## config.mk

```make
export PLATFORM = sky130hd
export DESIGN_NAME = status_output_selector
export DESIGN_NICKNAME = d
export VERILOG_FILES = /design/src/status_sel_pkg.sv /design/src/count_sync.sv /design/src/status_output_selector.sv
export VERILOG_INCLUDE_DIRS = /design/src
export SDC_FILE = /design/constraint.sdc
export NUM_CORES = 1
export LEC_CHECK = 0
export ABC_AREA = 1
export BUFFER_PORTS_ARGS = -buffer_cell sky130_fd_sc_hd__buf_4
export CORE_MARGIN = 3
export CORE_UTILIZATION = 41
export CTS_CLUSTER_DIAMETER = 150
export DETAILED_ROUTE_END_ITERATION = 8
export GPL_ROUTABILITY_DRIVEN = 0
export HOLD_SLACK_MARGIN = 0.1
export PLACE_DENSITY = 0.61
export SLEW_MARGIN = 20
export SYNTH_ARGS = -nofsm -noshare
export SYNTH_HDL_FRONTEND = slang
export SYNTH_HIERARCHICAL = 1
export SYNTH_SLANG_ARGS = --single-unit
```

## constraint.sdc

```tcl
create_clock -name aclk -period 2.44 [get_ports aclk]
set_clock_uncertainty 0.15 [all_clocks]
set_input_delay 0.488 -clock aclk [delete_from_list [all_inputs] [get_ports aclk]]
set_output_delay 0.488 -clock aclk [all_outputs]
set_load 0.03 [all_outputs]
```

## src/status_sel_regs.svh

```systemverilog
// Register map and constants of the status output selector
`ifndef STATUS_SEL_REGS_SVH
`define STATUS_SEL_REGS_SVH

// ----------------------------------------------------------------
// Register offsets
// ----------------------------------------------------------------
`define REG_CTRL 12'h000
`define REG_FREQ 12'h004
`define REG_COUNT 12'h008
`define REG_STAT 12'h00c
`define REG_IRQ_STAT 12'h010
`define REG_IRQ_MASK 12'h014

// ----------------------------------------------------------------
// Field positions and reset values
// ----------------------------------------------------------------
`define CTRL_SEL1_LSB 0
`define CTRL_SEL2_LSB 4
`define CTRL_RELAY_LSB 8
`define SEL1_RESET 4'h0
`define SEL2_RESET 4'h1
`define RELAY_RESET 3'h0
`define FREQ_RESET 12'h000
`define FREQ_MAX 12'hfa0
`define COUNT_RESET 14'h0001
`define COUNT_MAX 14'h270f
`define COUNT_DONE 14'h0001
`define OUT_CODE_MAX 4'h9
`define RELAY_CODE_MAX 3'h6

`endif

```

## src/status_sel_pkg.sv

```systemverilog
// Types shared by the status output selector
package status_sel_pkg;

  // Indexes of the condition vector
  typedef enum logic [3:0] {
    cond_running = 4'h0,
    cond_freq_reached = 4'h1,
    cond_desired = 4'h2,
    cond_count_done = 4'h3,
    cond_nonzero = 4'h4,
    cond_torque = 4'h5,
    cond_blocked = 4'h6,
    cond_low_volt = 4'h7,
    cond_remote = 4'h8,
    cond_fault = 4'h9
  } cond_e;

  // Bus slave states, Gray along the path
  typedef enum logic [1:0] {
    bus_idle = 2'b00,
    bus_resp = 2'b01
  } bus_e;

endpackage : status_sel_pkg

```

## src/count_sync.sv

```systemverilog
// Three-stage synchroniser with an agreed-edge pulse for the trigger pin
module count_sync
(
  // Clock and reset
  input wire logic aclk,
  input wire logic aresetn,
  // Raw pin and clean rising-edge pulse
  input wire logic pin,
  output logic rise
);

  // Synchroniser chain and settled level
  typedef struct packed {
    logic s1;
    logic s2;
    logic s3;
    logic level;
    logic rise;
  } sync_s;

  sync_s state;
  sync_s next_state;

  // ----------------------------------------------------------------
  // Next state
  // ----------------------------------------------------------------
  // The level moves only when stages two and three agree
  always_comb
  begin
    next_state = state;
    next_state.s1 = pin;
    next_state.s2 = state.s1;
    next_state.s3 = state.s2;
    next_state.rise = 1'b0;
    if (state.s2 == state.s3 && state.s3 != state.level)
    begin
      next_state.level = state.s3;
      next_state.rise = state.s3;
    end
  end

  // Register
  always_ff @(posedge aclk)
  begin
    if (!aresetn)
      state <= '0;
    else
      state <= next_state;
  end

  assign rise = state.rise;

endmodule : count_sync

```

## src/status_output_selector.sv

```systemverilog
// Status output selector with AXI4-Lite registers and countdown counter
`include "status_sel_regs.svh"

// How it works
// - Two outputs, codes 0-9, reset 0 and 1
// - Code 0: producing output or run command
// - Code 1: output reached commanded frequency
// - Code 2: output reached desired setpoint
// - Setpoint 0.1 Hz steps, 0-400.0, reset 0
// - Code 3: trigger countdown reached one
// - Code 4: frequency above minimum setting
// - Code 5: follows over-torque flag
// - Code 6: closed while output blocked
// - Code 7: closed while low voltage
// - Code 8: closed when remotely commanded
// - Code 9: closed while fault latched
// - Relay codes 0-6, complementary contacts
// - Fault indication off during restart
// - Counter reloads start value after completion
module status_output_selector #(
  parameter int FREQ_W = 12
)
(
  // Clock and reset
  input wire logic aclk,
  input wire logic aresetn,
  // AXI4-Lite write address
  input wire logic [11:0] s_axi_awaddr,
  input wire logic s_axi_awvalid,
  output logic s_axi_awready,
  // AXI4-Lite write data
  input wire logic [31:0] s_axi_wdata,
  input wire logic [3:0] s_axi_wstrb,
  input wire logic s_axi_wvalid,
  output logic s_axi_wready,
  // AXI4-Lite write response
  output logic [1:0] s_axi_bresp,
  output logic s_axi_bvalid,
  input wire logic s_axi_bready,
  // AXI4-Lite read address
  input wire logic [11:0] s_axi_araddr,
  input wire logic s_axi_arvalid,
  output logic s_axi_arready,
  // AXI4-Lite read data
  output logic [31:0] s_axi_rdata,
  output logic [1:0] s_axi_rresp,
  output logic s_axi_rvalid,
  input wire logic s_axi_rready,
  // Drive condition inputs, same clock
  input wire logic [FREQ_W-1:0] output_freq,
  input wire logic [FREQ_W-1:0] command_freq,
  input wire logic [FREQ_W-1:0] min_output_freq_setting,
  input wire logic output_active,
  input wire logic forward_run_cmd,
  input wire logic reverse_run_cmd,
  input wire logic over_torque,
  input wire logic output_blocked,
  input wire logic low_voltage,
  input wire logic remote_mode,
  input wire logic fault_latched,
  input wire logic restart_active,
  // External trigger pin
  input wire logic count_trigger_input,
  // Status and relay outputs
  output logic status_output_one,
  output logic status_output_two,
  output logic relay_normally_open_contact,
  output logic relay_normally_closed_contact,
  output logic irq
);

  // Refuse widths that cannot hold 400.0 Hz in tenths
  if (FREQ_W < 12 || FREQ_W > 16)
    $error("FREQ_W must be 12 to 16");

  localparam int NCOND = 10;

  // ----------------------------------------------------------------
  // State
  // ----------------------------------------------------------------
  typedef struct packed {
    status_sel_pkg::bus_e wstate;
    status_sel_pkg::bus_e rstate;
    logic aw_got;
    logic w_got;
    logic [11:0] awaddr;
    logic [31:0] wdata;
    logic [3:0] wstrb;
    logic [31:0] rdata;
    logic [1:0] bresp;
    logic [1:0] rresp;
    logic [3:0] sel1;
    logic [3:0] sel2;
    logic [2:0] relay_sel;
    logic [11:0] desired_freq_setpoint;
    logic [13:0] count_start;
    logic [13:0] counter;
    logic count_done;
    logic [2:0] irq_stat;
    logic [2:0] irq_mask;
    logic out1;
    logic out2;
    logic relay;
    logic [NCOND-1:0] cond_q;
  } sel_s;

  sel_s state;
  sel_s next_state;

  // Condition vector indexed by selector code
  logic [NCOND-1:0] cond;
  // Trigger pulse after synchronising
  logic trig_rise;
  // Write strobe decoded
  logic do_write;
  logic [31:0] wmask;
  logic [FREQ_W-1:0] desired_wide;

  // ----------------------------------------------------------------
  // Trigger synchroniser
  // ----------------------------------------------------------------
  count_sync u_sync
  (
    .aclk(aclk),
    .aresetn(aresetn),
    .pin(count_trigger_input),
    .rise(trig_rise)
  );

  assign desired_wide = FREQ_W'(state.desired_freq_setpoint);

  // ----------------------------------------------------------------
  // Condition vector
  // ----------------------------------------------------------------
  // Conditions are built from the same-clock flags
  always_comb
  begin
    cond = '0;
    cond[status_sel_pkg::cond_running] = output_active | forward_run_cmd
      | reverse_run_cmd;
    cond[status_sel_pkg::cond_freq_reached] = output_freq == command_freq;
    cond[status_sel_pkg::cond_desired] = output_freq >= desired_wide;
    cond[status_sel_pkg::cond_count_done] = state.count_done;
    cond[status_sel_pkg::cond_nonzero] =
      output_freq > min_output_freq_setting;
    cond[status_sel_pkg::cond_torque] = over_torque;
    cond[status_sel_pkg::cond_blocked] = output_blocked;
    cond[status_sel_pkg::cond_low_volt] = low_voltage;
    cond[status_sel_pkg::cond_remote] = remote_mode;
    cond[status_sel_pkg::cond_fault] = fault_latched & ~restart_active;
  end

  assign do_write = state.aw_got && state.w_got
    && state.wstate == status_sel_pkg::bus_idle;

  // Byte lanes as a bit mask
  always_comb
  begin
    wmask = '0;
    for (int i = 0; i < 4; i++)
      wmask[i*8 +: 8] = {8{state.wstrb[i]}};
  end

  // ----------------------------------------------------------------
  // Next state
  // ----------------------------------------------------------------
  always_comb
  begin
    logic [31:0] merged;
    logic [2:0] ev;
    merged = '0;
    ev = '0;
    next_state = state;

    // Write address and data taken in either order
    if (s_axi_awvalid && !state.aw_got)
    begin
      next_state.aw_got = 1'b1;
      next_state.awaddr = s_axi_awaddr;
    end
    if (s_axi_wvalid && !state.w_got)
    begin
      next_state.w_got = 1'b1;
      next_state.wdata = s_axi_wdata;
      next_state.wstrb = s_axi_wstrb;
    end

    // Commit write once both halves are in
    if (do_write)
    begin
      next_state.wstate = status_sel_pkg::bus_resp;
      next_state.bresp = 2'b00;
      case (state.awaddr)
        `REG_CTRL:
        begin
          merged = ({21'h0, state.relay_sel, state.sel2,
            state.sel1} & ~wmask) | (state.wdata & wmask);
          // out-of-range codes are stored, output stays open
          next_state.sel1 = merged[`CTRL_SEL1_LSB +: 4];
          next_state.sel2 = merged[`CTRL_SEL2_LSB +: 4];
          next_state.relay_sel = merged[`CTRL_RELAY_LSB +: 3];
        end
        `REG_FREQ:
        begin
          merged = ({20'h0, state.desired_freq_setpoint} & ~wmask)
            | (state.wdata & wmask);
          // setpoint above 400.0 Hz is refused
          if (merged[31:12] == '0 && merged[11:0] <= `FREQ_MAX)
            next_state.desired_freq_setpoint = merged[11:0];
          else
            next_state.bresp = 2'b10;
        end
        `REG_COUNT:
        begin
          merged = ({18'h0, state.count_start} & ~wmask)
            | (state.wdata & wmask);
          // Start value 1 to 9999
          if (merged[31:14] == '0 && merged[13:0] != '0
            && merged[13:0] <= `COUNT_MAX)
            next_state.count_start = merged[13:0];
          else
            next_state.bresp = 2'b10;
        end
        `REG_IRQ_STAT:
          ; // Clearing handled below so that a new event wins
        `REG_IRQ_MASK:
          if (state.wstrb[0])
            next_state.irq_mask = state.wdata[2:0];
        `REG_STAT:
          next_state.bresp = 2'b10;
        default:
          next_state.bresp = 2'b11;
      endcase
    end

    // Response handshake
    if (state.wstate == status_sel_pkg::bus_resp && s_axi_bready)
    begin
      next_state.wstate = status_sel_pkg::bus_idle;
      next_state.aw_got = 1'b0;
      next_state.w_got = 1'b0;
    end

    // Read path: one cycle to data
    if (state.rstate == status_sel_pkg::bus_idle && s_axi_arvalid)
    begin
      next_state.rstate = status_sel_pkg::bus_resp;
      next_state.rresp = 2'b00;
      case (s_axi_araddr)
        `REG_CTRL:
          next_state.rdata = {21'h0, state.relay_sel, state.sel2,
            state.sel1};
        `REG_FREQ:
          next_state.rdata = {20'h0, state.desired_freq_setpoint};
        `REG_COUNT:
          next_state.rdata = {18'h0, state.count_start};
        `REG_STAT:
          next_state.rdata = {2'h0, state.counter, 1'b0, state.relay,
            state.out2, state.out1, 2'h0, state.cond_q};
        `REG_IRQ_STAT:
          next_state.rdata = {29'h0, state.irq_stat};
        `REG_IRQ_MASK:
          next_state.rdata = {29'h0, state.irq_mask};
        default:
        begin
          next_state.rdata = '0;
          next_state.rresp = 2'b11;
        end
      endcase
    end
    else if (state.rstate == status_sel_pkg::bus_resp && s_axi_rready)
      next_state.rstate = status_sel_pkg::bus_idle;

    // countdown on each trigger, reload after completion
    if (trig_rise)
    begin
      if (state.count_done)
      begin
        next_state.count_done = 1'b0;
        next_state.counter = state.count_start;
      end
      else if (state.counter <= `COUNT_DONE)
      begin
        next_state.count_done = 1'b1;
        next_state.counter = `COUNT_DONE;
      end
      else
      begin
        next_state.counter = state.counter - 14'h0001;
        if (state.counter - 14'h0001 == `COUNT_DONE)
          next_state.count_done = 1'b1;
      end
    end

    next_state.cond_q = cond;
    next_state.out1 = (state.sel1 <= `OUT_CODE_MAX) && cond[state.sel1];
    next_state.out2 = (state.sel2 <= `OUT_CODE_MAX) && cond[state.sel2];
    // relay map, code 0 is the fault indication
    case (state.relay_sel)
      3'h0: next_state.relay = cond[status_sel_pkg::cond_fault];
      3'h1: next_state.relay = cond[status_sel_pkg::cond_running];
      3'h2: next_state.relay = cond[status_sel_pkg::cond_freq_reached];
      3'h3: next_state.relay = cond[status_sel_pkg::cond_desired];
      3'h4: next_state.relay = cond[status_sel_pkg::cond_nonzero];
      3'h5: next_state.relay = cond[status_sel_pkg::cond_torque];
      3'h6: next_state.relay = cond[status_sel_pkg::cond_blocked];
      default: next_state.relay = 1'b0;
    endcase

    // Events: rising edges of each output; set wins over clear
    ev = {next_state.relay & ~state.relay, next_state.out2 & ~state.out2,
      next_state.out1 & ~state.out1};
    if (do_write && state.awaddr == `REG_IRQ_STAT && state.wstrb[0])
      next_state.irq_stat = state.irq_stat & ~state.wdata[2:0];
    next_state.irq_stat = next_state.irq_stat | ev;
  end

  // ----------------------------------------------------------------
  // Registers
  // ----------------------------------------------------------------
  always_ff @(posedge aclk)
  begin
    if (!aresetn)
    begin
      state <= '0;
      state.sel1 <= `SEL1_RESET;
      state.sel2 <= `SEL2_RESET;
      state.relay_sel <= `RELAY_RESET;
      state.desired_freq_setpoint <= `FREQ_RESET;
      state.count_start <= `COUNT_RESET;
      state.counter <= `COUNT_RESET;
    end
    else
      state <= next_state;
  end

  // ----------------------------------------------------------------
  // Outputs
  // ----------------------------------------------------------------
  assign s_axi_awready = !state.aw_got;
  assign s_axi_wready = !state.w_got;
  assign s_axi_bvalid = state.wstate == status_sel_pkg::bus_resp;
  assign s_axi_bresp = state.bresp;
  assign s_axi_arready = state.rstate == status_sel_pkg::bus_idle;
  assign s_axi_rvalid = state.rstate == status_sel_pkg::bus_resp;
  assign s_axi_rdata = state.rdata;
  assign s_axi_rresp = state.rresp;
  assign status_output_one = state.out1;
  assign status_output_two = state.out2;
  assign relay_normally_open_contact = state.relay;
  assign relay_normally_closed_contact = !state.relay;
  assign irq = |(state.irq_stat & state.irq_mask);
endmodule : status_output_selector

```

; ---- Word level (Yosys, flattened, before mapping)
; Cells that the tools add are included.
; W data, S select, Z words.
[classes]
order_cmp = 9
addsub = 1
n_eq_ne = 20
mux = 16
n_reduce_logical = 36
bitwise = 23
[op_table]
columns = op, count
row1 = $pmux W30 S6, 1
row2 = $or A32 B32 Y32, 2
row3 = $eq A12 B4 Y1 const B, 4
row4 = $eq A12 B5 Y1 const B, 4
row5 = $and A12 B32 Y32, 1
row6 = $and A14 B32 Y32, 1
row7 = $and A32 B32 Y32, 1
row8 = $not A32 Y32, 1
row9 = $mux W15, 2
row10 = $eq A12 B3 Y1 const B, 2
row11 = $logic_not A12 Y1, 2
row12 = $logic_not A20 Y1, 1
row13 = $logic_not A18 Y1, 1
row14 = $logic_and A1 B1 Y1, 15
row15 = $eq A14 B1 Y1 const B, 1
row16 = $le A14 B1 Y1 const B, 1
row17 = $le A14 B14 Y1 const B, 1
row18 = $reduce_bool A14 Y1, 1
row19 = $sub A14 B1 Y14 const B, 1
row20 = $eq A12 B12 Y1, 1
row21 = $ge A12 B12 Y1, 1
row22 = $gt A12 B12 Y1, 1
row23 = $le A12 B12 Y1 const B, 1
row24 = $and A11 B11 Y11, 1
row25 = 29 further kinds, 57
[word_totals]
register_bits = 164
out_inout_bits = 46
wordCells = 133

; ---- Longest topological paths before layout
; Gate-level depths: netlist (run 1).
[depth]
word_depth = 8
depth_mapped = 17

; ---- By module
; Netlist (run 1), hierarchy kept.
[by_module_without_submodules]
columns = module, area_per_inst_um2, cells_each, instances
row1 = status_output_selector, 8201.6, 1192, 1
row2 = count_sync, 162.7, 21, 1

; ---- Worst setup path after synthesis (run 1)
; Ideal clock, no wire load.
[synth_path]
path_kind = input port to flip-flop
startpoint = input port s_axi_araddr[5]
endpoint = register state, in the netlist s_axi_rdata[8]
setup_time_ps = 70
path_stages = 9
n_path_buf = 1
arrival_ps = 1719
path_slack_ps = 501
cell_sequence = nor3_1 nand2_1 nor2_1 nand2_1 inv_2 buf_4 o2bb2ai_1 o21ai_1 a21oi_1
[synth_via]
elab_chain_cells = 2
[synth_rtl]
columns = element, line
row1 = start: declaration, status_output_selector.sv:41  ; input wire logic [11:0] s_axi_araddr,
row2 = $eq A12 B5 Y1 (tied with other cells), status_output_selector.sv:249  ; case (s_axi_araddr)
row3 = $pmux W30 S6 *, status_output_selector.sv:249
row4 = end signal: assignment, status_output_selector.sv:334  ; state <= next_state;
row5 = end: declaration, status_output_selector.sv:107  ; sel_s state;
; Mark *: on every way between the ends. The rest lies on a longest branch, timed or not.
; A chain may end at the register's enable or synchronous reset.

; ---- Worst setup path after layout (run 1)
[layout_path]
startpoint = register state, in the netlist desired_wide[1]
endpoint = register state[18] (netlist name)
[layout_via]
elab_chain_cells = 4
[layout_rtl]
columns = element, line
row1 = $ge A12 B12 Y1, status_output_selector.sv:142  ; cond[status_sel_pkg::cond_desired] = output_freq >= desired_wide;
row2 = $pmux W1 S7, status_output_selector.sv:299  ; case (state.relay_sel)
row3 = $and A1 B1 Y1, status_output_selector.sv:311  ; ev = {next_state.relay & ~state.relay, next_state.out2 & ~state.out2,
row4 = $or A3 B3 Y3, status_output_selector.sv:315  ; next_state.irq_stat = next_state.irq_stat | ev;
; No other way between the ends.

==> reports/summary.txt, run 1 <==
Outcome -> finished clean
Compound-gate portion of the synthesized area -> 19.2%
Antenna cell count -> 0
Ys flop type -> dfxtp_1
Post-synthesis simple-gate area fraction -> 24.0%
Power Dens Cells -> 615 mW/mm^2
Final hold vios -> 0
Combinational share of power -> 12.7%
Cell taking the most area after synthesis -> dfxtp_1
Worst setup startpoint -> desired_wide[1]
Tot Pwr -> 0.00633 W
Worst R2R Start -> desired_wide[1]
Clock power frac -> 43.1%
Max Buffers Root-to-Sink -> 2
GR Overflow Total -> 0
Vias -> 8179
CP Launch Type -> flip-flop
Ys async rst share -> 0%
Full die area -> 0.0222 sq mm
Ys Warns -> 6
R2R depth -> 14
Psw -> 0.00163 W
FF+latch count, synth -> 160
Initial core utilization -> 42.3%
Largest family of logic cells by synthesized area -> simple AND/OR/NAND/NOR gates
WHS -> 0.127 ns
Period Utilization, post-route -> 89.4%
Sw frac -> 25.8%
Post-synthesis mux area share -> 0%
Crit path max fanout -> 3
Largest net degree at the start of global routing -> 83
DRT antenna net count -> 0
Clk pin slew, worst setup/hold paths -> 0.07 ns
Setup_tns -> 0 ns
Pint -> 0.00470 W
CP Capture Type -> flip-flop
Adder-cell share of the synthesized area -> 4.04%
Aggregate global-route resource usage -> 21.2%
Layout cell share with drive strength beyond 1 -> 17.7%
Max Slew Vio Count -> 0
Maximum clock rate -> 0.458 GHz
CTS Root Cell -> clkbuf_16
Worst Path Required -> 2.60 ns
CTS Buf Count -> 17
RSZ-0062 raised after global routing -> no
Pre-antenna DRT Iters -> 5
DR DRC count -> 0
Vias in the first global route -> 7485
Worst hold path startpoint -> over_torque
Leak pwr -> 4.76 nW
Row count -> 51
Cell variety after synth -> 46
DP HPWL -> 17900 um
Die X -> 149 um
Share of power burned in registers -> 44.2%
Routed wire length -> 23700 um
Nets -> 1483
Synth Instances -> 1213
Register area share after synthesis -> 38.3%
Routed wire per std cell -> 14.6 um
Die Ht -> 149 um
CTS sink count -> 160
Max_slew headroom -> 63.1%
Ports -> 159
Post-synth top area share -> 38.3%
Final Util -> 52.0%
Count of flip-flops with a built-in enable after synthesis -> 0
Count of final setup violators -> 0
Hold Path Class -> primary input to flip-flop
Detailed Route Iter0 Violations -> 737
H-tree Lvls -> 4
Period minus WS final -> 2.18 ns
First-pass GRT wire length -> 37500 um
Core Area -> 0.0198 sq mm
Crit Path Category -> flip-flop to flip-flop
PortBufs -> 155
CTS tree -> done
Least-Margin Pin Slew -> 0.548 ns
Largest cells by area after synthesis -> dfxtp_1 (38%), nand2_1 (9.3%), nor2_1 (8.9%)
Area grow syn2layout -> 23.1%
Clock latency on the worst-skew pair -> 0.42 ns
Syn avg cell area -> 6.90 sq um
Peak VDD IR -> 0.000465 V
Number of vias per cell -> 5.05
Initial antenna violation count -> 0
Max-Cap Viols -> 0
Worst path arrival time -> 2.35 ns
Post-Syn Area -> 0.00836 sq mm
Hold Path Depth -> 3
Synth Area in XOR/XNOR -> 1.47%
worst max-delay path: stages, from the launching register on:
cell      delay [ns]
dfxtp_1         0.46
inv_1           0.13
ha_1            0.30
nand2_1         0.07
nand3b_1        0.08
nand2_1         0.06
nand2_1         0.07
nand2_1         0.09
nand2_1         0.12
nand4_1         0.09
o21ai_0         0.08
nor2_1          0.14
nand2_1         0.10
nand3_1         0.07
nand2_1         0.05
state kept, by name (all words and copies together), names as in the netlist, named ones only:
signal	count
cond	1
u_sync/next_state	2
u_sync/state	2
s_axi_rresp	1
u_sync/rise	1
s_axi_rdata	29
relay_normally_open_contact	1
state	96
status_output_two	1
desired_wide	12
s_axi_bresp	2
status_output_one	1
logic make-up after synthesis:
logic type,Yosys count
buf+inv,238
flops,160
simple gates,484
other cells,1
xor+xnor,14
compound gates,289
fa+ha+maj,27
through the flow:
stage          setup WS, ns  instance area (sq um)  std cells
3_3_place_gp          0.114                   9640       1585
2_1_floorplan         0.501                   8370       1215
5_1_grt              0.0255                  10300       1621
3_5_place_dp         0.0864                   9640       1585
4_1_cts               0.209                  10300       1621
6_report              0.259                  10300       1621
power by group through the flow:
stage | Combinational [W] | Clock, W | Sequential [W]
final | 0.000805 | 0.00273 | 0.00280
after global routing | 0.000904 | 0.00287 | 0.00281
after CTS | 0.000809 | 0.00277 | 0.00279
after detailed placement | 0.000798 | 0 | 0.00285
after global placement | 0.000792 | 0 | 0.00285
after floorplan | 0.000507 | 0 | 0.00283
metal layers:
metal  wire (um)  part of all wire, %  vias up  GRT usage [%]
li1            -                    -     4183              -
met1       11300                   47     3669           30.2
met2       10200                   43      296           32.2
met3        1870                  7.9       31           5.29
met4         386                  1.6        0           5.45
met5           0                    0        -              0
what timing repair did:
item / 4_1_cts / 5_1_grt
buffers inserted: 0 / 0
endpoints found under the hold margin: 4 / 0
hold buffers: 4 / 0
resized for setup: 0 / 4
setup endpoints to repair: 0 / 5
worst paths after layout:
kind | endpoint | slack [ns]
max | state[18] | 0.26
min | state[5] | 0.13
max reg2reg | state[18] | 0.26
min reg2reg | u_sync/next_state[2] | 0.27
layout by cell type (no fill, tap or decap), drive strengths merged, types with 5 or more instances in the layout:
cell	count
a211oi	7
clkinv	11
nor3	9
o221ai	5
nor2	200
o221a	6
buf	184
nand3	38
o211ai	5
o21ai	144
dfxtp	160
and3	5
ha	27
clkbuf	19
xor2	5
xnor2	9
nand2	209
nand4	16
a21oi	95
o22ai	11
inv	157
synthesized netlist by cell type (all sizes together) (11+ instances only):
| library cell | number |
|---|---|
| buf | 45 |
| nand3 | 38 |
| nor2 | 200 |
| clkbuf | 34 |
| nand2 | 209 |
| dfxtp | 160 |
| o22ai | 11 |
| inv | 156 |
| nand4 | 16 |
| ha | 27 |
| o21ai | 144 |
| a21oi | 95 |
final cells by class:
| cell class | count | area, sq um |
|---|---|---|
| Clock buffer | 19 | 443 |
| Clock inverter | 13 | 163 |
| Fill cell | 2022 | 9490 |
| Inverter | 159 | 601 |
| Multi-Input combinational cell | 817 | 4100 |
| Sequential cell | 160 | 3200 |
| Tap cell | 265 | 332 |
| Timing Repair Buffer | 188 | 1460 |
Power figures use the tool's default switching activity.
==> run 2: changes to the inputs <==
BUFFER_PORTS_ARGS = -buffer_cell sky130_fd_sc_hd__buf_2   (was -buffer_cell sky130_fd_sc_hd__buf_4)
==> run 2 against run 1 <==
Net effect:
- worst setup slack better by 0.0030 ns
- hold slack hardly changed
- combinational power is 8.6% lower
- critical path depth is 3 lower
- largest cell class unchanged
- clock-buffer cell count is 1 higher
- sequential share of layout area is 1.5 points higher
- register-to-register slack hardly changed
- highest routed layer unchanged
- global-route usage is 0.45 points lower
- utilization is 2.4 points lower
==> reports/summary.txt, run 2 (same netlist as run 1, synthesis figures left out) <==
Outcome -> finished clean
Most frequent cells in the layout -> nand2_1 (208), nor2_1 (198), dfxtp_1 (160)
Initial antenna violation count -> 0
Worst hold path startpoint -> output_blocked
Hold Path Class -> primary input to flip-flop
Top reg by flops -> state
Placed Instance Area -> 0.00919 sq mm
First-pass GRT wire length -> 36800 um
CTS tree -> done
Clock power frac -> 43.8%
Share of power burned in registers -> 44.5%
CTS Buf Count -> 17
Die Ht -> 149 um
Routed wire length -> 23300 um
Most congested layer reported by global routing -> met2
Die X -> 149 um
Leak pwr -> 4.60 nW
Clk pin slew, worst setup/hold paths -> 0.07 ns
R2R depth -> 11
Max Buffers Root-to-Sink -> 2
Crit Path Category -> flip-flop to flip-flop
Met1 usage -> 30.1%
Power Dens Cells -> 639 mW/mm^2
DP HPWL -> 17600 um
CTS sink count -> 160
Antenna cell count -> 0
Initial core utilization -> 42.3%
Largest net degree at the start of global routing -> 86
Reg2reg end -> state[39]
Reg-to-reg slack, setup -> 0.26 ns
Least-Margin Pin Slew -> 0.531 ns
CP Launch Type -> flip-flop
PortBufs -> 155
Vias in the first global route -> 7261
Core Area -> 0.0198 sq mm
Grt met2 use -> 31.8%
DRT antenna net count -> 0
Aggregate global-route resource usage -> 20.7%
Sw frac -> 26.2%
GR Overflow Total -> 0
Full die area -> 0.0222 sq mm
H-tree Lvls -> 4
Vias -> 8038
Worst path arrival time -> 2.40 ns
Peak VDD IR -> 0.000521 V
Pre-antenna DRT Iters -> 5
Clock latency on the worst-skew pair -> 0.43 ns
Layout cell share with drive strength beyond 1 -> 17.2%
Hold Path End -> state[6]
Number of vias per cell -> 4.98
Pint -> 0.00463 W
CTS Root Cell -> clkbuf_16
Final hold vios -> 0
Row count -> 51
Max reg flops -> 96
Crit path max fanout -> 10
Commonest non-fill, non-tap cell in the layout -> nand2_1
Ports -> 159
Area grow syn2layout -> 17.4%
Detailed Route Iter0 Violations -> 723
Hold Path Depth -> 3
Met3 Use GR -> 4.07%
Combinational share of power -> 11.7%
Final Cell Area -> 0.00982 sq mm
RSZ-0062 raised after global routing -> no
Nets -> 1476
Setup Buffers After CTS -> 0
Maximum clock rate -> 0.459 GHz
Period minus WS final -> 2.18 ns
Max Slew Vio Count -> 0
DR DRC count -> 0
Count of final setup violators -> 0
Psw -> 0.00164 W
Max_slew headroom -> 64.6%
Setup_tns -> 0 ns
Period Utilization, post-route -> 89.3%
CP Capture Type -> flip-flop
Max-Cap Viols -> 0
Worst R2R Start -> state[108]
Worst Path Required -> 2.66 ns
Routed wire per std cell -> 14.4 um
==> run 2: changes by cell type in the layout (fill, tap and decap cells not counted), moves of 2 or more <==
| cell | before | now |
|---|---|---|
| buf_12 | 3 | 1 |
| dlygate4sd3_1 | 4 | 2 |
| clkinv_2 | 4 | 2 |
| buf_2 | 0 | 154 |
| buf_4 | 181 | 24 |
| clkinv_4 | 5 | 3 |
==> run 2: layout make-up <==
cell class | count | area [sq um]
Fill cell | 2075 | 9960
Clock inverter | 12 | 159
Sequential cell | 160 | 3200
Multi-Input combinational cell | 817 | 4100
Tap cell | 265 | 332
Clock buffer | 20 | 447
Inverter | 159 | 597
Timing Repair Buffer | 181 | 991
==> run 2: how the worst max path moves through the flow <==
stage | from | to | slack [ns] | cells after the start
final | state[108] | state[39] | 0.26 | 11
after global routing | state[108] | state[47] | 0.03 | 11
after CTS | state[108] | state[47] | 0.26 | 11
after detailed placement | output_freq[7] | state[18] | 0.15 | 11
after global placement | output_freq[7] | state[18] | 0.18 | 11
after floorplan | s_axi_araddr[5] | s_axi_rdata[8] | 0.50 | 9
==> run 2: layer usage <==
metal | share of wire, % | wire length, um | vias up
met3 | 6.7 | 1570 | 26
met1 | 49 | 11400 | 3598
met5 | 0 | 0 | -
met2 | 43 | 10100 | 251
met4 | 1.1 | 262 | 0
li1 | - | - | 4163
==> run 2: critical path: stages, from the launching register on <==
cell     delay [ns]
dfxtp_1        0.36
buf_4          0.17
o21ai_0        0.42
nor2_1         0.07
nand3_1        0.08
nor3_1         0.04
nand2_1        0.10
nand3_2        0.10
nor2_4         0.21
buf_4          0.21
o21ai_0        0.09
nor2_1         0.10
==> run 2: stage by stage <==
stage	instances	hold slack (ns)	power (W)	setup WS, ns	util, %
floorplan	1215	0.240	0.00334	0.501	-
global placement	1580	0.290	0.00357	0.180	46.5
detailed placement	1580	0.298	0.00358	0.150	46.5
CTS	1614	0.103	0.00632	0.260	49.6
global route	1614	0.118	0.00655	0.0333	49.7
finish	1614	0.127	0.00627	0.262	49.7
==> run 2: power groups by stage <==
stage	combinational, W	clock (W)	sequential (W)
2_1_floorplan	0.000507	0	0.00283
5_1_grt	0.000831	0.00291	0.00280
3_3_place_gp	0.000722	0	0.00285
6_report	0.000736	0.00275	0.00279
4_1_cts	0.000739	0.00279	0.00279
3_5_place_dp	0.000732	0	0.00285
==> run 2: what timing repair did <==
action,in CTS,in global routing
hold buffers,2,0
setup endpoints to repair,0,5
endpoints found under the hold margin,2,0
gates resized for setup,0,1
==> run 3: changes to the inputs <==
clock period = 2.12 ns   (was 2.44 ns; I/O delays follow)
==> run 3 against run 2 <==
Net effect:
- via count up 5.3%
- sequential power increased by 15%
- combinational power rose by 33%
- critical path depth fell by 1
- sequential share of layout area down 2.7 points
- worst setup slack got worse by 0.14 ns
- clock power rose by 14%
- power is 17% higher
- global-route usage increased by 1.3 points
- final cell count grew 5.0%
- clock-buffer cell count is 1 higher
- largest cell class unchanged
==> reports/summary.txt, run 3 (same netlist as run 1, synthesis figures left out) <==
Met2 wire len -> 10700 um
Worst hold path startpoint -> s_axi_awaddr[6]
First-pass GRT wire length -> 39400 um
Row count -> 51
Crit-path most repeated cell -> nand2_1
Commonest non-fill, non-tap cell in the layout -> nand2_1
GR Overflow Total -> 0
Ports -> 159
Reg-to-reg slack, setup -> 0.12 ns
Sw frac -> 26.4%
Met3 wire length -> 1910 um
Combinational share of power -> 13.3%
Maximum clock rate -> 0.500 GHz
DP HPWL -> 18200 um
Max reg flops -> 96
Worst setup startpoint -> state[46]
R2R depth -> 10
Outcome -> finished clean
CTS tree -> done
Initial antenna violation count -> 0
CP max stage cell -> o21ai_0
Vias -> 8468
Routed wire per std cell -> 14.4 um
Fill cell count -> 1946
Period Utilization, post-route -> 94.3%
Max Buffers Root-to-Sink -> 2
PortBufs -> 155
Period minus WS final -> 2.00 ns
Crit path max fanout -> 6
Die X -> 149 um
Setup_tns -> 0 ns
DRT antenna net count -> 0
Aggregate global-route resource usage -> 22.0%
Power Dens Cells -> 684 mW/mm^2
Final Util -> 54.2%
Hold Path Depth -> 3
Worst path arrival time -> 2.17 ns
Clock power frac -> 42.8%
Storage element area -> 0.00321 sq mm
Detailed Route Iter0 Violations -> 819
Share of power burned in registers -> 43.8%
CTS Buf Count -> 17
Nets -> 1557
Routed wire length -> 24400 um
Full die area -> 0.0222 sq mm
WP buf/inv -> 2
Worst path max stage delay -> 0.42 ns
CP Launch Type -> flip-flop
CTS sink count -> 160
Worst Path Required -> 2.29 ns
Number of vias per cell -> 5.00
Core Area -> 0.0198 sq mm
RSZ-0062 raised after global routing -> yes
Top reg by flops -> state
Die Ht -> 149 um
Final hold vios -> 0
Met1 Routed Length -> 11500 um
Area grow syn2layout -> 28.3%
Worst R2R Start -> state[46]
Pre-antenna DRT Iters -> 5
Top layer in use -> met4
Pint -> 0.00540 W
Most frequent cells in the layout -> nand2_1 (204), nor2_1 (196), dfxtp_1 (156)
Psw -> 0.00193 W
Initial core utilization -> 42.3%
Peak VDD IR -> 0.000544 V
Count of final setup violators -> 0
Clock latency on the worst-skew pair -> 0.43 ns
DR DRC count -> 0
CP Cell Sequence -> inv_1 > o21ai_0 > nor3_1 > nand2_1 > nand3_2 > nor2_4 > buf_6 > nand2_1 > nand2_1 > a21oi_1
Layout cell share with drive strength beyond 1 -> 20.5%
Vias in the first global route -> 7972
Finished Layout Cells -> 1695
Antenna cell count -> 0
Cell family with most CP delay -> simple AND/OR/NAND/NOR gates
Clk pin slew, worst setup/hold paths -> 0.06 ns
H-tree Lvls -> 4
Area of the multi-input gates -> 0.00422 sq mm
Crit path depth -> 10
Hold Path Class -> primary input to flip-flop
Max-Cap Viols -> 0
Number of cells after detailed placement -> 1609
Crit Path Category -> flip-flop to flip-flop
CP Capture Type -> flip-flop
Largest net degree at the start of global routing -> 60
Max Slew Vio Count -> 0
Leak pwr -> 5.03 nW
CTS Root Cell -> clkbuf_16
-- run 3: stage by stage --
stage	hold slack, ns	worst slack [ns]	area (sq um)	total power, W
after floorplan	0.240	0.212	8370	0.00384
after global placement	0.278	-0.00673	9450	0.00414
final	0.122	0.121	10700	0.00733
after detailed placement	0.276	-0.0672	9450	0.00415
after CTS	0.111	0.0874	10500	0.00735
after global routing	0.145	-0.0167	10700	0.00768
-- run 3: area by class of cell --
type	count	share of cell area [%]
Tap cell	265	3.09
Clock buffer	21	4.48
Timing Repair Buffer	261	16.4
Multi-Input combinational cell	818	39.3
Sequential cell	160	29.9
Clock inverter	11	1.19
Inverter	159	5.61
-- run 3: path summary, 6_finish.rpt --
| path | endpoint |
|---|---|
| setup / recovery | state[37] |
| hold reg to reg | u_sync/next_state[2] |
| setup reg to reg | state[37] |
| hold / removal | state[149] |
-- run 3: per-layer routing --
layer | GRT usage, % | vias up
met4 | 6.13 | 0
met3 | 4.25 | 31
li1 | - | 4328
met2 | 34.4 | 321
met1 | 31.2 | 3788
met5 | 0 | -
-- run 3: power by group through the flow --
| stage | clock (W) | sequential, W | combinational [W] |
|---|---|---|---|
| detailed placement | 0 | 0.00328 | 0.000874 |
| finish | 0.00314 | 0.00322 | 0.000979 |
| global placement | 0 | 0.00327 | 0.000866 |
| global route | 0.00335 | 0.00323 | 0.00110 |
| CTS | 0.00320 | 0.00321 | 0.000946 |
| floorplan | 0 | 0.00326 | 0.000584 |
-- run 3: worst min-delay path, cell delays in order --
cell and delay, ns:
buf_2 0.07, o21ai_0 0.07, a21oi_1 0.10
-- run 3: what timing repair did --
| item | in CTS | in global routing |
|---|---|---|
| buffers inserted | 0 | 4 |
| hold buffers | 48 | 0 |
| setup endpoints to repair | 0 | 30 |
| resized for setup | 0 | 40 |
| endpoints found under the hold margin | 46 | 0 |
